File: src/rtl/ssd_pkg.sv
// constants shared by the sample strobe edge detect block
package ssd_pkg;
	localparam logic [7:0] SSD_OFS_SETUP = 8'h00;
	localparam logic [7:0] SSD_OFS_PROBE = 8'h04;
	localparam logic [7:0] SSD_OFS_STATUS = 8'h08;
	localparam int SSD_BIT_DETECT_EN = 0;
	localparam int SSD_BIT_DELAY_LO = 1;
	localparam int SSD_BIT_DELAY_HI = 3;
	localparam int SSD_BIT_POLARITY = 4;
	localparam int SSD_BIT_PROBE = 7;
	localparam int SSD_DELAY_W = 3;
	localparam logic [7:0] SSD_RST_SETUP = 8'h00;
	localparam logic [7:0] SSD_RST_PROBE = 8'h00;
	localparam logic [7:0] SSD_SETUP_MASK = 8'h1f;
	localparam logic [7:0] SSD_PROBE_MASK = 8'h80;
	localparam int SSD_STAT_LEVEL = 0;
	localparam int SSD_STAT_BUSY = 1;
	localparam int SSD_STAT_CNT_LO = 8;
	localparam int SSD_STAT_CNT_W = 8;
endpackage : ssd_pkg

File: src/rtl/ssd_top.sv
// strobe conditioning with wishbone registers and probe output mux
`timescale 1ns/1ns
module ssd_top (
	input wire logic clk,
	input wire logic rstn,
	input wire logic wb_cyc_i,
	input wire logic wb_stb_i,
	input wire logic wb_we_i,
	input wire logic [7:0] wb_adr_i,
	input wire logic [31:0] wb_dat_i,
	input wire logic [3:0] wb_sel_i,
	output logic [31:0] wb_dat_o,
	output logic wb_ack_o,
	input wire logic sampleStrobeIn,
	input wire logic [3:0] adcNibble,
	input wire logic videoSampleClk,
	input wire logic adcClk,
	input wire logic resetSampleClk,
	output logic timingStrobe,
	output logic [3:0] outputNibble
);
	localparam int DW = ssd_pkg::SSD_DELAY_W;
	localparam int CW = ssd_pkg::SSD_STAT_CNT_W;

	typedef struct packed {
		logic sync1;
		logic sync2;
		logic [7:0] setup;
		logic [7:0] probe;
		logic ack;
		logic [31:0] rdata;
		logic strobeOut;
		logic [3:0] nibble;
		logic [CW-1:0] pulseCnt;
	} ssd_st_t;

	ssd_st_t st_r;
	ssd_st_t st_nxt;

	logic edgeSeen;
	logic syncPulse;
	logic busy;
	logic detectEn;
	logic risingSel;
	logic probeSel;
	logic [DW-1:0] delaySel;
	logic access;
	logic internalStrobe;
	logic [31:0] status;

	assign detectEn = st_r.setup[ssd_pkg::SSD_BIT_DETECT_EN];
	assign risingSel = st_r.setup[ssd_pkg::SSD_BIT_POLARITY];
	assign delaySel = st_r.setup[ssd_pkg::SSD_BIT_DELAY_HI:
		ssd_pkg::SSD_BIT_DELAY_LO];
	assign probeSel = st_r.probe[ssd_pkg::SSD_BIT_PROBE];
	// one wait state: ack is registered, so a new request is never mistaken
	assign access = wb_cyc_i & wb_stb_i & ~st_r.ack;

	ssd_edge #(
		.DELAY_W(DW)
	) u_edge (
		.clk(clk),
		.rstn(rstn),
		.strobeLvl(st_r.sync2),
		.detectEn(detectEn),
		.risingSel(risingSel),
		.delaySel(delaySel),
		.edgeSeen(edgeSeen),
		.syncPulse(syncPulse),
		.busy(busy)
	);

	always_comb begin
		status = '0;
		status[ssd_pkg::SSD_STAT_LEVEL] = st_r.sync2;
		status[ssd_pkg::SSD_STAT_BUSY] = busy;
		status[ssd_pkg::SSD_STAT_CNT_LO +: CW] = st_r.pulseCnt;
	end

	always_comb begin
		st_nxt = st_r;
		st_nxt.sync1 = sampleStrobeIn;
		st_nxt.sync2 = st_r.sync1;
		internalStrobe = detectEn ? syncPulse : st_r.sync2;
		st_nxt.strobeOut = internalStrobe;
		st_nxt.nibble = probeSel
			? {internalStrobe, videoSampleClk, adcClk, resetSampleClk}
			: adcNibble;
		if (syncPulse) begin
			st_nxt.pulseCnt = st_r.pulseCnt + 1'b1;
		end
		st_nxt.ack = access;
		st_nxt.rdata = '0;
		if (access) begin
			case (wb_adr_i)
				ssd_pkg::SSD_OFS_SETUP: begin
					st_nxt.rdata[7:0] = st_r.setup;
					if (wb_we_i && wb_sel_i[0]) begin
						st_nxt.setup = wb_dat_i[7:0] & ssd_pkg::SSD_SETUP_MASK;
					end
				end
				ssd_pkg::SSD_OFS_PROBE: begin
					st_nxt.rdata[7:0] = st_r.probe;
					if (wb_we_i && wb_sel_i[0]) begin
						st_nxt.probe = wb_dat_i[7:0] & ssd_pkg::SSD_PROBE_MASK;
					end
				end
				ssd_pkg::SSD_OFS_STATUS: begin
					st_nxt.rdata = status;
				end
				// unmapped: acked, reads zero, writes dropped
				default: begin
					st_nxt.rdata = '0;
				end
			endcase
		end
	end

	always_ff @(posedge clk or negedge rstn) begin
		if (!rstn) begin
			st_r <= '0;
			st_r.setup <= ssd_pkg::SSD_RST_SETUP;
			st_r.probe <= ssd_pkg::SSD_RST_PROBE;
		end else begin
			st_r <= st_nxt;
		end
	end

	assign wb_dat_o = st_r.rdata;
	assign wb_ack_o = st_r.ack;
	assign timingStrobe = st_r.strobeOut;
	assign outputNibble = st_r.nibble;
endmodule : ssd_top

File: src/rtl/ssd_edge.sv
// edge detector and delay counter for the strobe
`timescale 1ns/1ns
module ssd_edge #(
	parameter int DELAY_W = ssd_pkg::SSD_DELAY_W
) (
	input wire logic clk,
	input wire logic rstn,
	input wire logic strobeLvl,
	input wire logic detectEn,
	input wire logic risingSel,
	input wire logic [DELAY_W-1:0] delaySel,
	output logic edgeSeen,
	output logic syncPulse,
	output logic busy
);
	typedef struct packed {
		logic prev;
		logic [DELAY_W-1:0] cnt;
		logic pulse;
	} ssd_edge_st_t;

	ssd_edge_st_t st_r;
	ssd_edge_st_t st_nxt;

	always_comb begin
		st_nxt = st_r;
		st_nxt.prev = strobeLvl;
		edgeSeen = risingSel ? (strobeLvl & ~st_r.prev)
			: (~strobeLvl & st_r.prev);
		st_nxt.pulse = 1'b0;
		if (!detectEn) begin
			st_nxt.cnt = '0;
		end else if (edgeSeen) begin
			// a fresh edge restarts the delay, dropping any pending pulse
			st_nxt.cnt = delaySel;
			st_nxt.pulse = (delaySel == '0);
		end else if (st_r.cnt != '0) begin
			st_nxt.cnt = st_r.cnt - 1'b1;
			st_nxt.pulse = (st_r.cnt == 1);
		end
	end

	always_ff @(posedge clk or negedge rstn) begin
		if (!rstn) begin
			st_r <= '0;
		end else begin
			st_r <= st_nxt;
		end
	end

	assign syncPulse = st_r.pulse;
	assign busy = (st_r.cnt != '0);
endmodule : ssd_edge

File: config.mk
export PLATFORM = sky130hd
export DESIGN_NAME = ssd_top
export DESIGN_NICKNAME = d
export VERILOG_FILES = /design/src/rtl/ssd_pkg.sv /design/src/rtl/ssd_top.sv /design/src/rtl/ssd_edge.sv
export SDC_FILE = /design/constraint.sdc
export NUM_CORES = 1
export LEC_CHECK = 0
export BUFFER_PORTS_ARGS = -buffer_cell sky130_fd_sc_hd__clkbuf_2
export CAP_MARGIN = 5
export CORE_ASPECT_RATIO = 1.5
export CORE_UTILIZATION = 45
export DETAILED_ROUTE_END_ITERATION = 8
export PLACE_DENSITY_LB_ADDON = 0.1
export SYNTH_ARGS = -nofsm -noshare
export SYNTH_HDL_FRONTEND = slang
export SYNTH_SLANG_ARGS = --single-unit
File: constraint.sdc
create_clock -name clk -period 3.75 [get_ports clk]
set_input_delay 0.5625 -clock clk [delete_from_list [all_inputs] [get_ports clk]]
set_output_delay 0.5625 -clock clk [all_outputs]
set_load 0.05 [all_outputs]
==> metrics.csv, run 1 <==
metric,value,unit
start_kind,primary input,
p_seq_share,54.9,%
clockBufferDepth,2,
comb_power_share,11.0,%
hold_violations,0,
cap_violations,0,
power,0.8229,mW
cts_buffers,5,
grt_max_degree,42,
grt_overflow_total,0,
cts_tree,done,
die_h,81.31,um
synth_area_leaders,"dfrtp_1, buf_4, mux2_2, mux2_4, and3_1",
outcome,completed,
worstHoldPathType,register to register,
cts_resized,0,
start_util,47.24,%
grt_antenna_before_repair,0,
io_pins,95,
fin_nets,247,
globalRouteTotalUtil,15.39,%
setup_tns,0,ps
die_w,54.87,um
max_clock_freq,512.0,MHz
tightest_slew,969.7,ps
crit_arrival,2120,ps
worstPathMaxFanout,10,
viasPerCell,4.829,
setup_viol,0,
fin_ws,1797,ps
syn_area,0.001887,mm2
fin_worst_skew,5.635,ps
dieArea,0.004461,mm2
rsz0062_at_grt,no,
yosysSeqAreaShare,54.38,%
max-vdd-ir-drop,299.7,uV
port_buffers,47,
fin_cells,234,
p_sw,0.2101,mW
ant_nets,0,
fin_crit,1953,ps
firstDrtPassIters,4,
syn2layout_area_growth,8.223,%
synth_top_area_share,54.38,%
maxSlewHeadroom,35.36,%
yosysWarnings,0,
cts_root_buf,clkbuf_8,
postCtsSetupBuffers,0,
synth_cell_types,31,
antenna_cells,0,
synth-seq-cells,41,
cts.sinks,41,
yosysTopAreaCell,dfrtp_1,
worstSetupPathType,primary input to register,
crit_path_end_kind,register,
worstPathRequired,3920,ps
dp_hpwl,2223,um
holdWs,359.3,ps
syn_inst,157,
finalCritPeriodShare,52.08,%
place_ws,1512,ps
p_leak,1.115,nW
sw_frac_of_total,25.53,%
grt_first_pass_wirelength,4885,um
wl_per_cell,12.61,um
drt_first_iter_violations,23,
routed_wl,2951,um
holdBufCountCts,0,
path_clk_slew,60,ps
place_congestion,0.7705,
cts-htree-levels,2,
report.final.slew_viol_count,0,
rr_worst_depth,4,
drc,0,
clock_latency,280,ps
route.vias.total,1130,
power_frac_clock,34.1,%
core-area,0.003994,mm2
drive_above_1_share,34.92,%
hold_depth,0,
powerDensity,403.0,mW/mm2
avgSynthCellArea,12.02,um2
placementRows,28,
n_fill_cell,378,
p_int,0.6128,mW
place_inst,227,
first_global_vias,1110,
## synthesized netlist by cell type
cell and n:
a211oi_1 1, a21boi_0 2, a21oi_1 1, and3_1 8
and4_1 1, and4b_1 3, buf_2 1, buf_4 36
buf_6 1, clkbuf_1 2, conb_1 1, dfrtp_1 41
ha_1 1, mux2_2 7, mux2_4 5, mux2i_1 2
nand2_1 5, nand2b_1 2, nand3_1 5, nand3b_1 1
nand4_1 3, nor2_1 10, nor2b_1 4, nor3_1 1
nor3b_1 2, nor4_1 1, nor4bb_1 1, o211a_1 1
or4_1 1, xnor2_1 4, xor2_1 3
## layout make-up
type | instances | area, um2 | area share (%)
Timing Repair Buffer | 48 | 242.7 | 11.89
Sequential cell | 41 | 1026 | 50.24
Multi-Input combinational cell | 93 | 630.6 | 30.88
Tap cell | 45 | 56.30 | 2.757
Clock buffer | 7 | 86.33 | 4.228
## per-layer routing
metal	up-vias	part of all wire, %	track usage [%]
met1	544	40	18.60
met5	-	0	0
met2	46	52	24.58
li1	534	-	-
met3	6	6.8	5.431
met4	0	1.3	5.385
## stage by stage
step,utilization [%],area (um2)
2_1_floorplan,-,1951
3_3_place_gp,48.97,1956
3_5_place_dp,48.97,1956
4_1_cts,51.13,2042
5_1_grt,51.13,2042
6_report,51.13,2042
## critical path, stage by stage
cell,delay [ps]
clkbuf_2,80
nor4_1,290
nor4bb_1,250
buf_4,210
and4_1,400
mux2_4,330
## final timing paths
| path | start | end | slack [ps] |
|---|---|---|---|
| setup / recovery | wb_adr_i[1] | delaySel[0]$_DFFE_PN0P_ | 1800 |
| hold / removal | st_nxt[62]$_DFF_PN0_ | st_r[62]$_DFF_PN0_ | 360 |
| setup reg to reg | wb_ack_o$_DFF_PN0_ | delaySel[0]$_DFFE_PN0P_ | 2010 |
| hold reg to reg | st_nxt[62]$_DFF_PN0_ | st_r[62]$_DFF_PN0_ | 360 |
| max in group asynchronous | rstn | st_r[62]$_DFF_PN0_ | 2730 |
| min in group asynchronous | rstn | wb_dat_o[11]$_DFF_PN0_ | 420 |
## cell usage in the layout, fill, tap and decap left out, types with 2 or more instances in the layout
| cell | instances |
|---|---|
| nor2_1 | 10 |
| mux2_4 | 5 |
| clkbuf_8 | 6 |
| mux2_2 | 7 |
| clkbuf_2 | 47 |
| nor2b_1 | 4 |
| nand4_1 | 3 |
| xnor2_1 | 4 |
| and4b_1 | 3 |
| dfrtp_1 | 41 |
| xor2_1 | 3 |
| nand2_1 | 5 |
| nand2b_1 | 2 |
| conb_1 | 18 |
| nor3b_1 | 2 |
| mux2i_1 | 2 |
| a21boi_0 | 2 |
| and3_1 | 8 |
| nand3_1 | 5 |
## state kept, by name, indices dropped and copies added, names as in the netlist
signal and cells:
wb_dat_o 14, st_r 9, outputNibble 4, u_edge.st_r 4
delaySel 3, detectEn 1, probeSel 1, risingSel 1
st_nxt 1, timingStrobe 1, u_edge.syncPulse 1, wb_ack_o 1
## kinds of logic (layout without fill, tap and decap cells)
group,Yosys count,count (layout),synth area share [%]
AO/OA/AOI/OAI,5,5,1.989
XOR/XNOR,7,7,3.249
adder cells (fa/ha/maj),1,1,0.6630
buffers and inverters,40,55,15.58
flip-flops,41,41,54.38
multiplexers,14,14,9.218
other,1,18,0.1987
AND/OR/NAND/NOR,48,48,14.72
## power by group through the flow
stage          registers [mW]  clock network [mW]  logic (mW)
6_report                0.452               0.281      0.0904
3_3_place_gp            0.460                   0      0.0896
2_1_floorplan           0.463                   0      0.0764
4_1_cts                 0.452               0.292      0.0915
3_5_place_dp            0.460                   0      0.0914
5_1_grt                 0.452               0.312      0.0980
No activity file was read; power rests on OpenSTA's default activity.
==> inputs of run 2 (changes only) <==
--- a/config.mk
+++ b/config.mk
@@ -5,6 +5,7 @@
 export SDC_FILE = /design/constraint.sdc
 export NUM_CORES = 1
 export LEC_CHECK = 0
+export ABC_AREA = 1
 export BUFFER_PORTS_ARGS = -buffer_cell sky130_fd_sc_hd__clkbuf_2
 export CAP_MARGIN = 5
 export CORE_ASPECT_RATIO = 1.5
==> constraint.sdc (replaced) <==
create_clock -name clk -period 1.8 [get_ports clk]
set_input_delay 0.27 -clock clk [delete_from_list [all_inputs] [get_ports clk]]
set_output_delay 0.27 -clock clk [all_outputs]
set_load 0.05 [all_outputs]
==> metrics.csv, run 2 <==
metric,value,unit,change
outcome,completed,,
synth_cell_types,23,,-26%
rsz0062_at_grt,no,,
die_h,83.77,um,+3.0%
finalCritPeriodShare,73.55,%,
path_clk_slew,80,ps,+20 ps
yosysWarnings,0,,unchanged
worstHoldPathType,primary input to register,,
start_util,47.24,%,about the same
firstDrtPassIters,6,,+2
hold_violations,0,,unchanged
grt_antenna_before_repair,0,,unchanged
port_buffers,47,,unchanged
cts_tree,done,,
report.final.slew_viol_count,0,,unchanged
fin_worst_skew,5.927,ps,+0.2925 ps
synthSimpleGateAreaFrac,23.52,%,+8.8 points
endpoint,wb_ack_o,,
yosysSeqAreaShare,51.15,%,-3.2 points
crit_family,flip-flops,,
worstPathMaxFanout,2,,-8
syn_inst,214,,+36%
yosysTopAreaCell,dfrtp_1,,
multi_input_area,695.7,um2,+10%
synth_top_family_by_area,simple AND/OR/NAND/NOR gates,,
synth_compound_area_share,2.745,%,+0.76 points
setup_tns,0,ps,unchanged
rr_worst_depth,6,,+2
routed_wl,3283,um,+11%
clockBufferDepth,2,,unchanged
dieArea,0.004734,mm2,+6.1%
drc,0,,unchanged
syn2layout_area_growth,9.919,%,
cts_root_buf,clkbuf_8,,
fin_nets,309,,+25%
start_kind,register,,
cp_slowest_stage_delay,440,ps,+40 ps
crit_slowest_cell,dfrtp_1,,
cts.sinks,41,,unchanged
cap_violations,0,,unchanged
r2r_start,wb_ack_o$_DFF_PN0_,,
crit_chain,clkbuf_2,,
grt_first_pass_wirelength,5830,um,+19%
clock_latency,290,ps,about the same
wl_per_cell,11.02,um,-13%
setup_viol,0,,unchanged
synth_top_area_share,51.15,%,-3.2 points
place_ws,576.0,ps,-936.1 ps
holdWs,83.62,ps,-275.7 ps
core-area,0.004245,mm2,+6.3%
worstPathRequired,1530,ps,-2390 ps
antenna_cells,0,,unchanged
first_global_vias,1313,,+18%
place_congestion,0.8345,,+8.3%
p_leak,1.174,nW,+5.3%
synthMuxAreaShare,2.246,%,-7.0 points
dp_hpwl,2480,um,+12%
largest_reg_flops,14,,unchanged
syn_area,0.002006,mm2,+6.3%
powerDensity,782.0,mW/mm2,+94%
cts_buffers,5,,unchanged
crit_path_end_kind,output port,,
placementRows,29,,+3.6%
synth-edff-count,0,,unchanged
synth_top_flop_cell,dfrtp_1,,
r2r-end,risingSel$_DFFE_PN0P_,,
most-common-layout-cells,"clkbuf_2, nand2_1, dfrtp_1, nor2_1",,
n_fill_cell,423,,+12%
ant_nets,0,,unchanged
critPathBufInv,1,,-1
worstSetupPathType,register to output port,,
final_util,51.93,%,+0.80 points
postCtsSetupBuffers,0,,unchanged
drive_above_1_share,28.97,%,-6.0 points
setup.worst_path.start,wb_ack_o$_DFF_PN0_,,
synth_commonest_cells,"nand2_1, dfrtp_1, buf_4",,
die_w,56.51,um,+3.0%
synth-seq-cells,41,,unchanged
grt_overflow_total,0,,unchanged
globalRouteTotalUtil,16.21,%,+0.82 points
seq_area,0.001026,mm2,unchanged
synth_area_leaders,"dfrtp_1, buf_4, nand2_1, nor2_1, inv_1",,
fin_ws,476.0,ps,-1321 ps
path_depth,1,,-5
crit_arrival,1050,ps,-1070 ps
avgSynthCellArea,9.372,um2,-22%
r2r_slack,590,ps,-1420 ps
max-vdd-ir-drop,578.9,uV,+93%
cts-htree-levels,2,,unchanged
viasPerCell,4.500,,-6.8%
drt_first_iter_violations,19,,-17%
max_clock_freq,755.3,MHz,
final_common_cell,clkbuf_2,,
fin_crit,1324,ps,
synth-async-reset-ratio,100.0,%,unchanged
io_pins,95,,unchanged
synth_adder_area_share,0.6238,%,-0.039 points
synth_xor_area_share,2.183,%,-1.1 points
grt_max_degree,42,,unchanged
synthMostInstantiatedCell,nand2_1,,
route.vias.total,1341,,+19%
[run 2: cell types whose count changed in the layout (fill, tap and decap cells not counted), sizes merged, moves of 3 or more]
cell / change
and3: -8
and4b: -3
nor2: +14
a21oi: +4
xnor2: -4
inv: +20
mux2: -8
nor2b: -4
o21ai: +6
nor3: +5
nand2: +42
nand3: +7
[run 2: per-layer routing]
| metal | track usage, % | wire length (um) | vias to the layer above |
|---|---|---|---|
| met5 | 0 | 0 | - |
| met4 | 7.761 | 63 | 0 |
| met1 | 17.95 | 1279 | 611 |
| li1 | - | - | 686 |
| met3 | 4.031 | 132 | 7 |
| met2 | 28.34 | 1807 | 37 |
[run 2: worst min path at each step]
| stage | depth (start not counted) | end | slack [ps] | from |
|---|---|---|---|---|
| 6_report | 1 | st_nxt[62]$_DFF_PN0_ | 80 | sampleStrobeIn |
| 5_1_grt | 1 | st_nxt[62]$_DFF_PN0_ | 70 | sampleStrobeIn |
| 4_1_cts | 1 | st_nxt[62]$_DFF_PN0_ | 70 | sampleStrobeIn |
| 3_5_place_dp | 2 | outputNibble[1]$_DFF_PN0_ | 260 | rstn |
| 3_3_place_gp | 2 | outputNibble[1]$_DFF_PN0_ | 260 | rstn |
| 2_1_floorplan | 0 | delaySel[0]$_DFFE_PN0P_ | -30 | rstn |
[run 2: cell families after synthesis]
group | Yosys count
simple gates | 95
buf+inv | 56
flops | 41
compound gates | 11
xor+xnor | 5
mux | 4
fa+ha+maj | 1
other cells | 1
[run 2: metrics by stage]
| step | area [um2] | cells | total power, mW |
|---|---|---|---|
| 2_1_floorplan | 2069 | 231 | 1.142 |
| 3_3_place_gp | 2112 | 289 | 1.174 |
| 3_5_place_dp | 2112 | 289 | 1.175 |
| 4_1_cts | 2205 | 298 | 1.756 |
| 5_1_grt | 2205 | 298 | 1.820 |
| 6_report | 2205 | 298 | 1.724 |
[run 2: timing repair]
item / 4_1_cts / 5_1_grt
endpoints found under the hold margin: 41 / 0
hold buffers: 1 / 0
setup endpoints to repair: 0 / 0
resized for setup: 0 / 0
[run 2: worst reg2reg max path, stage by stage, from the launching register on]
cell and delay, ps:
dfrtp_1 440, nor2_8 220, inv_4 100, nor2_8 130
nand2_2 100, nand2_1 70, nand2_1 50
[run 2: area by class of cell]
class	instances	area share, %
sequential	41	46.54
clock buffer	6	3.292
tap	46	2.611
inverter	20	3.519
timing repair buffer	49	12.03
clock inverter	2	0.4540
multi-input combinational	134	31.56
[run 2: power by group]
group	switching, mW	internal [mW]
logic	0.167	0.0469
clock network	0.301	0.269
registers	0.00821	0.933
total	0.476	1.25
==> inputs of run 3 (changes only) <==
--- a/config.mk
+++ b/config.mk
@@ -9,7 +9,7 @@
 export BUFFER_PORTS_ARGS = -buffer_cell sky130_fd_sc_hd__clkbuf_2
 export CAP_MARGIN = 5
 export CORE_ASPECT_RATIO = 1.5
-export CORE_UTILIZATION = 45
+export CORE_UTILIZATION = 42
 export DETAILED_ROUTE_END_ITERATION = 8
 export PLACE_DENSITY_LB_ADDON = 0.1
 export SYNTH_ARGS = -nofsm -noshare
==> constraint.sdc (replaced) <==
create_clock -name clk -period 1.1 [get_ports clk]
set_input_delay 0.165 -clock clk [delete_from_list [all_inputs] [get_ports clk]]
set_output_delay 0.165 -clock clk [all_outputs]
set_load 0.05 [all_outputs]
==> metrics.csv, run 3 (same netlist as run 2, synthesis figures left out) <==
metric,value,unit,change
outcome,"finished, violations left",,
violations,setup timing,,
p_sw,0.8120,mW,+71%
fin_nets,328,,+6.1%
globalRouteTotalUtil,15.55,%,-0.67 points
routed_wl,3576,um,+8.9%
ant_nets,0,,unchanged
worstHoldPathType,primary input to register,,
wl_per_cell,10.67,um,-3.1%
antenna_cells,0,,unchanged
p_seq_share,50.9,%,-3.7 points
die_w,58.43,um,+3.4%
crit_path_end_kind,register,,
largest_reg_flops,14,,unchanged
grt_overflow_total,0,,unchanged
io_pins,95,,unchanged
grt_max_degree,18,,-57%
r2r_slack,-0.5,ps,-590 ps
first_global_vias,1346,,+2.5%
core-area,0.004542,mm2,+7.0%
fin_crit,1101,ps,
firstDrtPassIters,4,,-2
cts_tree,done,,
viasPerCell,4.349,,-3.3%
comb_power_share,13.4,%,+1.0 points
cts_buffers,5,,unchanged
path_clk_slew,80,ps,about the same
r2r_start,st_r[0]$_DFFE_PN0P_,,
setup_tns,-0.5191,ps,-0.5191 ps
min_to,delaySel[2]$_DFFE_PN0P_,,
die_h,86.64,um,+3.4%
report.final.slew_viol_count,0,,unchanged
sw_frac_of_total,26.86,%,-0.73 points
most-common-layout-cells,"clkbuf_2, dfrtp_1, nand2_1, conb_1",,
powerDensity,1205,mW/mm2,+54%
place_congestion,0.7894,,-5.4%
hold_violations,0,,unchanged
worstPathMaxFanout,3,,+1
hp-start,wb_dat_i[3],,
drc,0,,unchanged
final_area,0.002509,mm2,+14%
fin_ws,-0.5191,ps,-476.6 ps
syn2layout_area_growth,25.08,%,
start_kind,register,,
power_frac_clock,35.6,%,+2.6 points
crit_slowest_cell,dfrtp_1,,
worstPathRequired,1270,ps,-260 ps
rsz0062_at_grt,yes,,
port_buffers,47,,unchanged
grt_first_pass_wirelength,5782,um,-0.82%
cap_violations,0,,unchanged
max-vdd-ir-drop,706.3,uV,+22%
hold_depth,3,,+2
clock_latency,290,ps,about the same
finalCritPeriodShare,100.0,%,
crit_arrival,1270,ps,+220 ps
n_fill_cell,443,,+4.7%
grt_antenna_before_repair,0,,unchanged
placementRows,30,,+3.4%
route.vias.total,1457,,+8.7%
clockBufferDepth,2,,unchanged
crit_chain,"buf_6, nand4_1, buf_4, xor2_1",,
cts-htree-levels,2,,unchanged
drt_first_iter_violations,40,,+21
dieArea,0.005062,mm2,+6.9%
fin_worst_skew,2.754,ps,-3.173 ps
p_int,2.211,mW,+77%
drive_above_1_share,40.22,%,+11 points
critPathBufInv,2,,+1
dp_hpwl,2693,um,+8.6%
crit_family,flip-flops,,
max_clock_freq,908.7,MHz,
final_common_cell,clkbuf_2,,
setup_viol,1,,+1
cp_slowest_stage_delay,370,ps,-70 ps
p_leak,1.337,nW,+14%
r2r-end,st_r[3]$_DFFE_PN0P_,,
start_util,44.16,%,-3.1 points
placed_cell_area,0.002266,mm2,+7.3%
worstSetupPathType,register to register,,
rr_worst_depth,4,,-2
cts_root_buf,clkbuf_8,,
cts.sinks,41,,unchanged
[run 3: changes by cell type in the layout (fill, tap and decap cells not counted), moves of 3 or more]
cell	before	now
nand2_1	44	38
nand2_4	0	3
buf_4	0	15
o21ai_1	0	3
nand2_2	3	6
clkbuf_2	47	42
o21ai_0	6	2
buf_2	0	3
[run 3: worst max-delay path by stage]
stage                               startpoint                     to  cells after the start
finish                     st_r[0]$_DFFE_PN0P_    st_r[3]$_DFFE_PN0P_                      4
global route               st_r[0]$_DFFE_PN0P_    st_r[5]$_DFFE_PN0P_                      6
global placement    u_edge.syncPulse$_DFF_PN0_    st_r[4]$_DFFE_PN0P_                      4
CTS                         wb_ack_o$_DFF_PN0_               wb_ack_o                      1
detailed placement                 wb_adr_i[7]  wb_dat_o[3]$_DFF_PN0_                      6
floorplan                   wb_ack_o$_DFF_PN0_   detectEn$_DFFE_PN0P_                      6
[run 3: power by group through the flow]
stage / registers, mW / logic [mW] / clock network, mW
global route: 1.54 / 0.439 / 1.16
global placement: 1.57 / 0.377 / 0
detailed placement: 1.57 / 0.380 / 0
CTS: 1.54 / 0.390 / 1.11
finish: 1.54 / 0.407 / 1.08
floorplan: 1.58 / 0.289 / 0
[run 3: final cells by class]
cell class | instances | area [um2] | share of cell area (%)
flip-flops and latches | 41 | 1028 | 41.00
multi-input cells | 134 | 767.0 | 30.57
repair buffers | 68 | 451.7 | 18.00
clock buffers | 7 | 96.34 | 3.840
inverters | 20 | 80.08 | 3.192
well taps | 64 | 80.08 | 3.192
clock inverters | 1 | 5.005 | 0.1995
[run 3: layer usage]
layer  vias to the layer above  routed length [um]  global-route usage, %
li1                        727                   -                      -
met1                       674                1334                  16.51
met2                        45                2005                  27.38
met3                        11                 135                  3.731
met4                         0                 101                  9.091
met5                         -                   0                      0
[run 3: timing repair]
action                                  4_1_cts  5_1_grt
buffers inserted                              0        5
gates cloned                                  0        0
endpoints found under the hold margin        12        0
endpoints found under the setup margin        8       23
hold buffers                                  2        0
pin swaps                                     0        3
resized for setup                             9       23
[run 3: per-stage QoR]
stage               hold WS [ps]  setup slack [ps]  cells  power, mW  utilization [%]
finish                     91.53           -0.5191    335      3.023            55.23
global route               91.90            -85.42    335      3.141            55.23
CTS                        86.21            -2.783    330      3.036            53.14
detailed placement         94.80            -19.08    320      1.949            49.89
global placement           87.33            -4.488    320      1.946            49.89
floorplan                 -130.6            -59.71    231      1.871                -
[run 3: worst register-to-register path: stages (launching register included)]
cell     delay [ps]
dfrtp_1         370
buf_6           110
nand4_1         170
buf_4           190
xor2_1          130
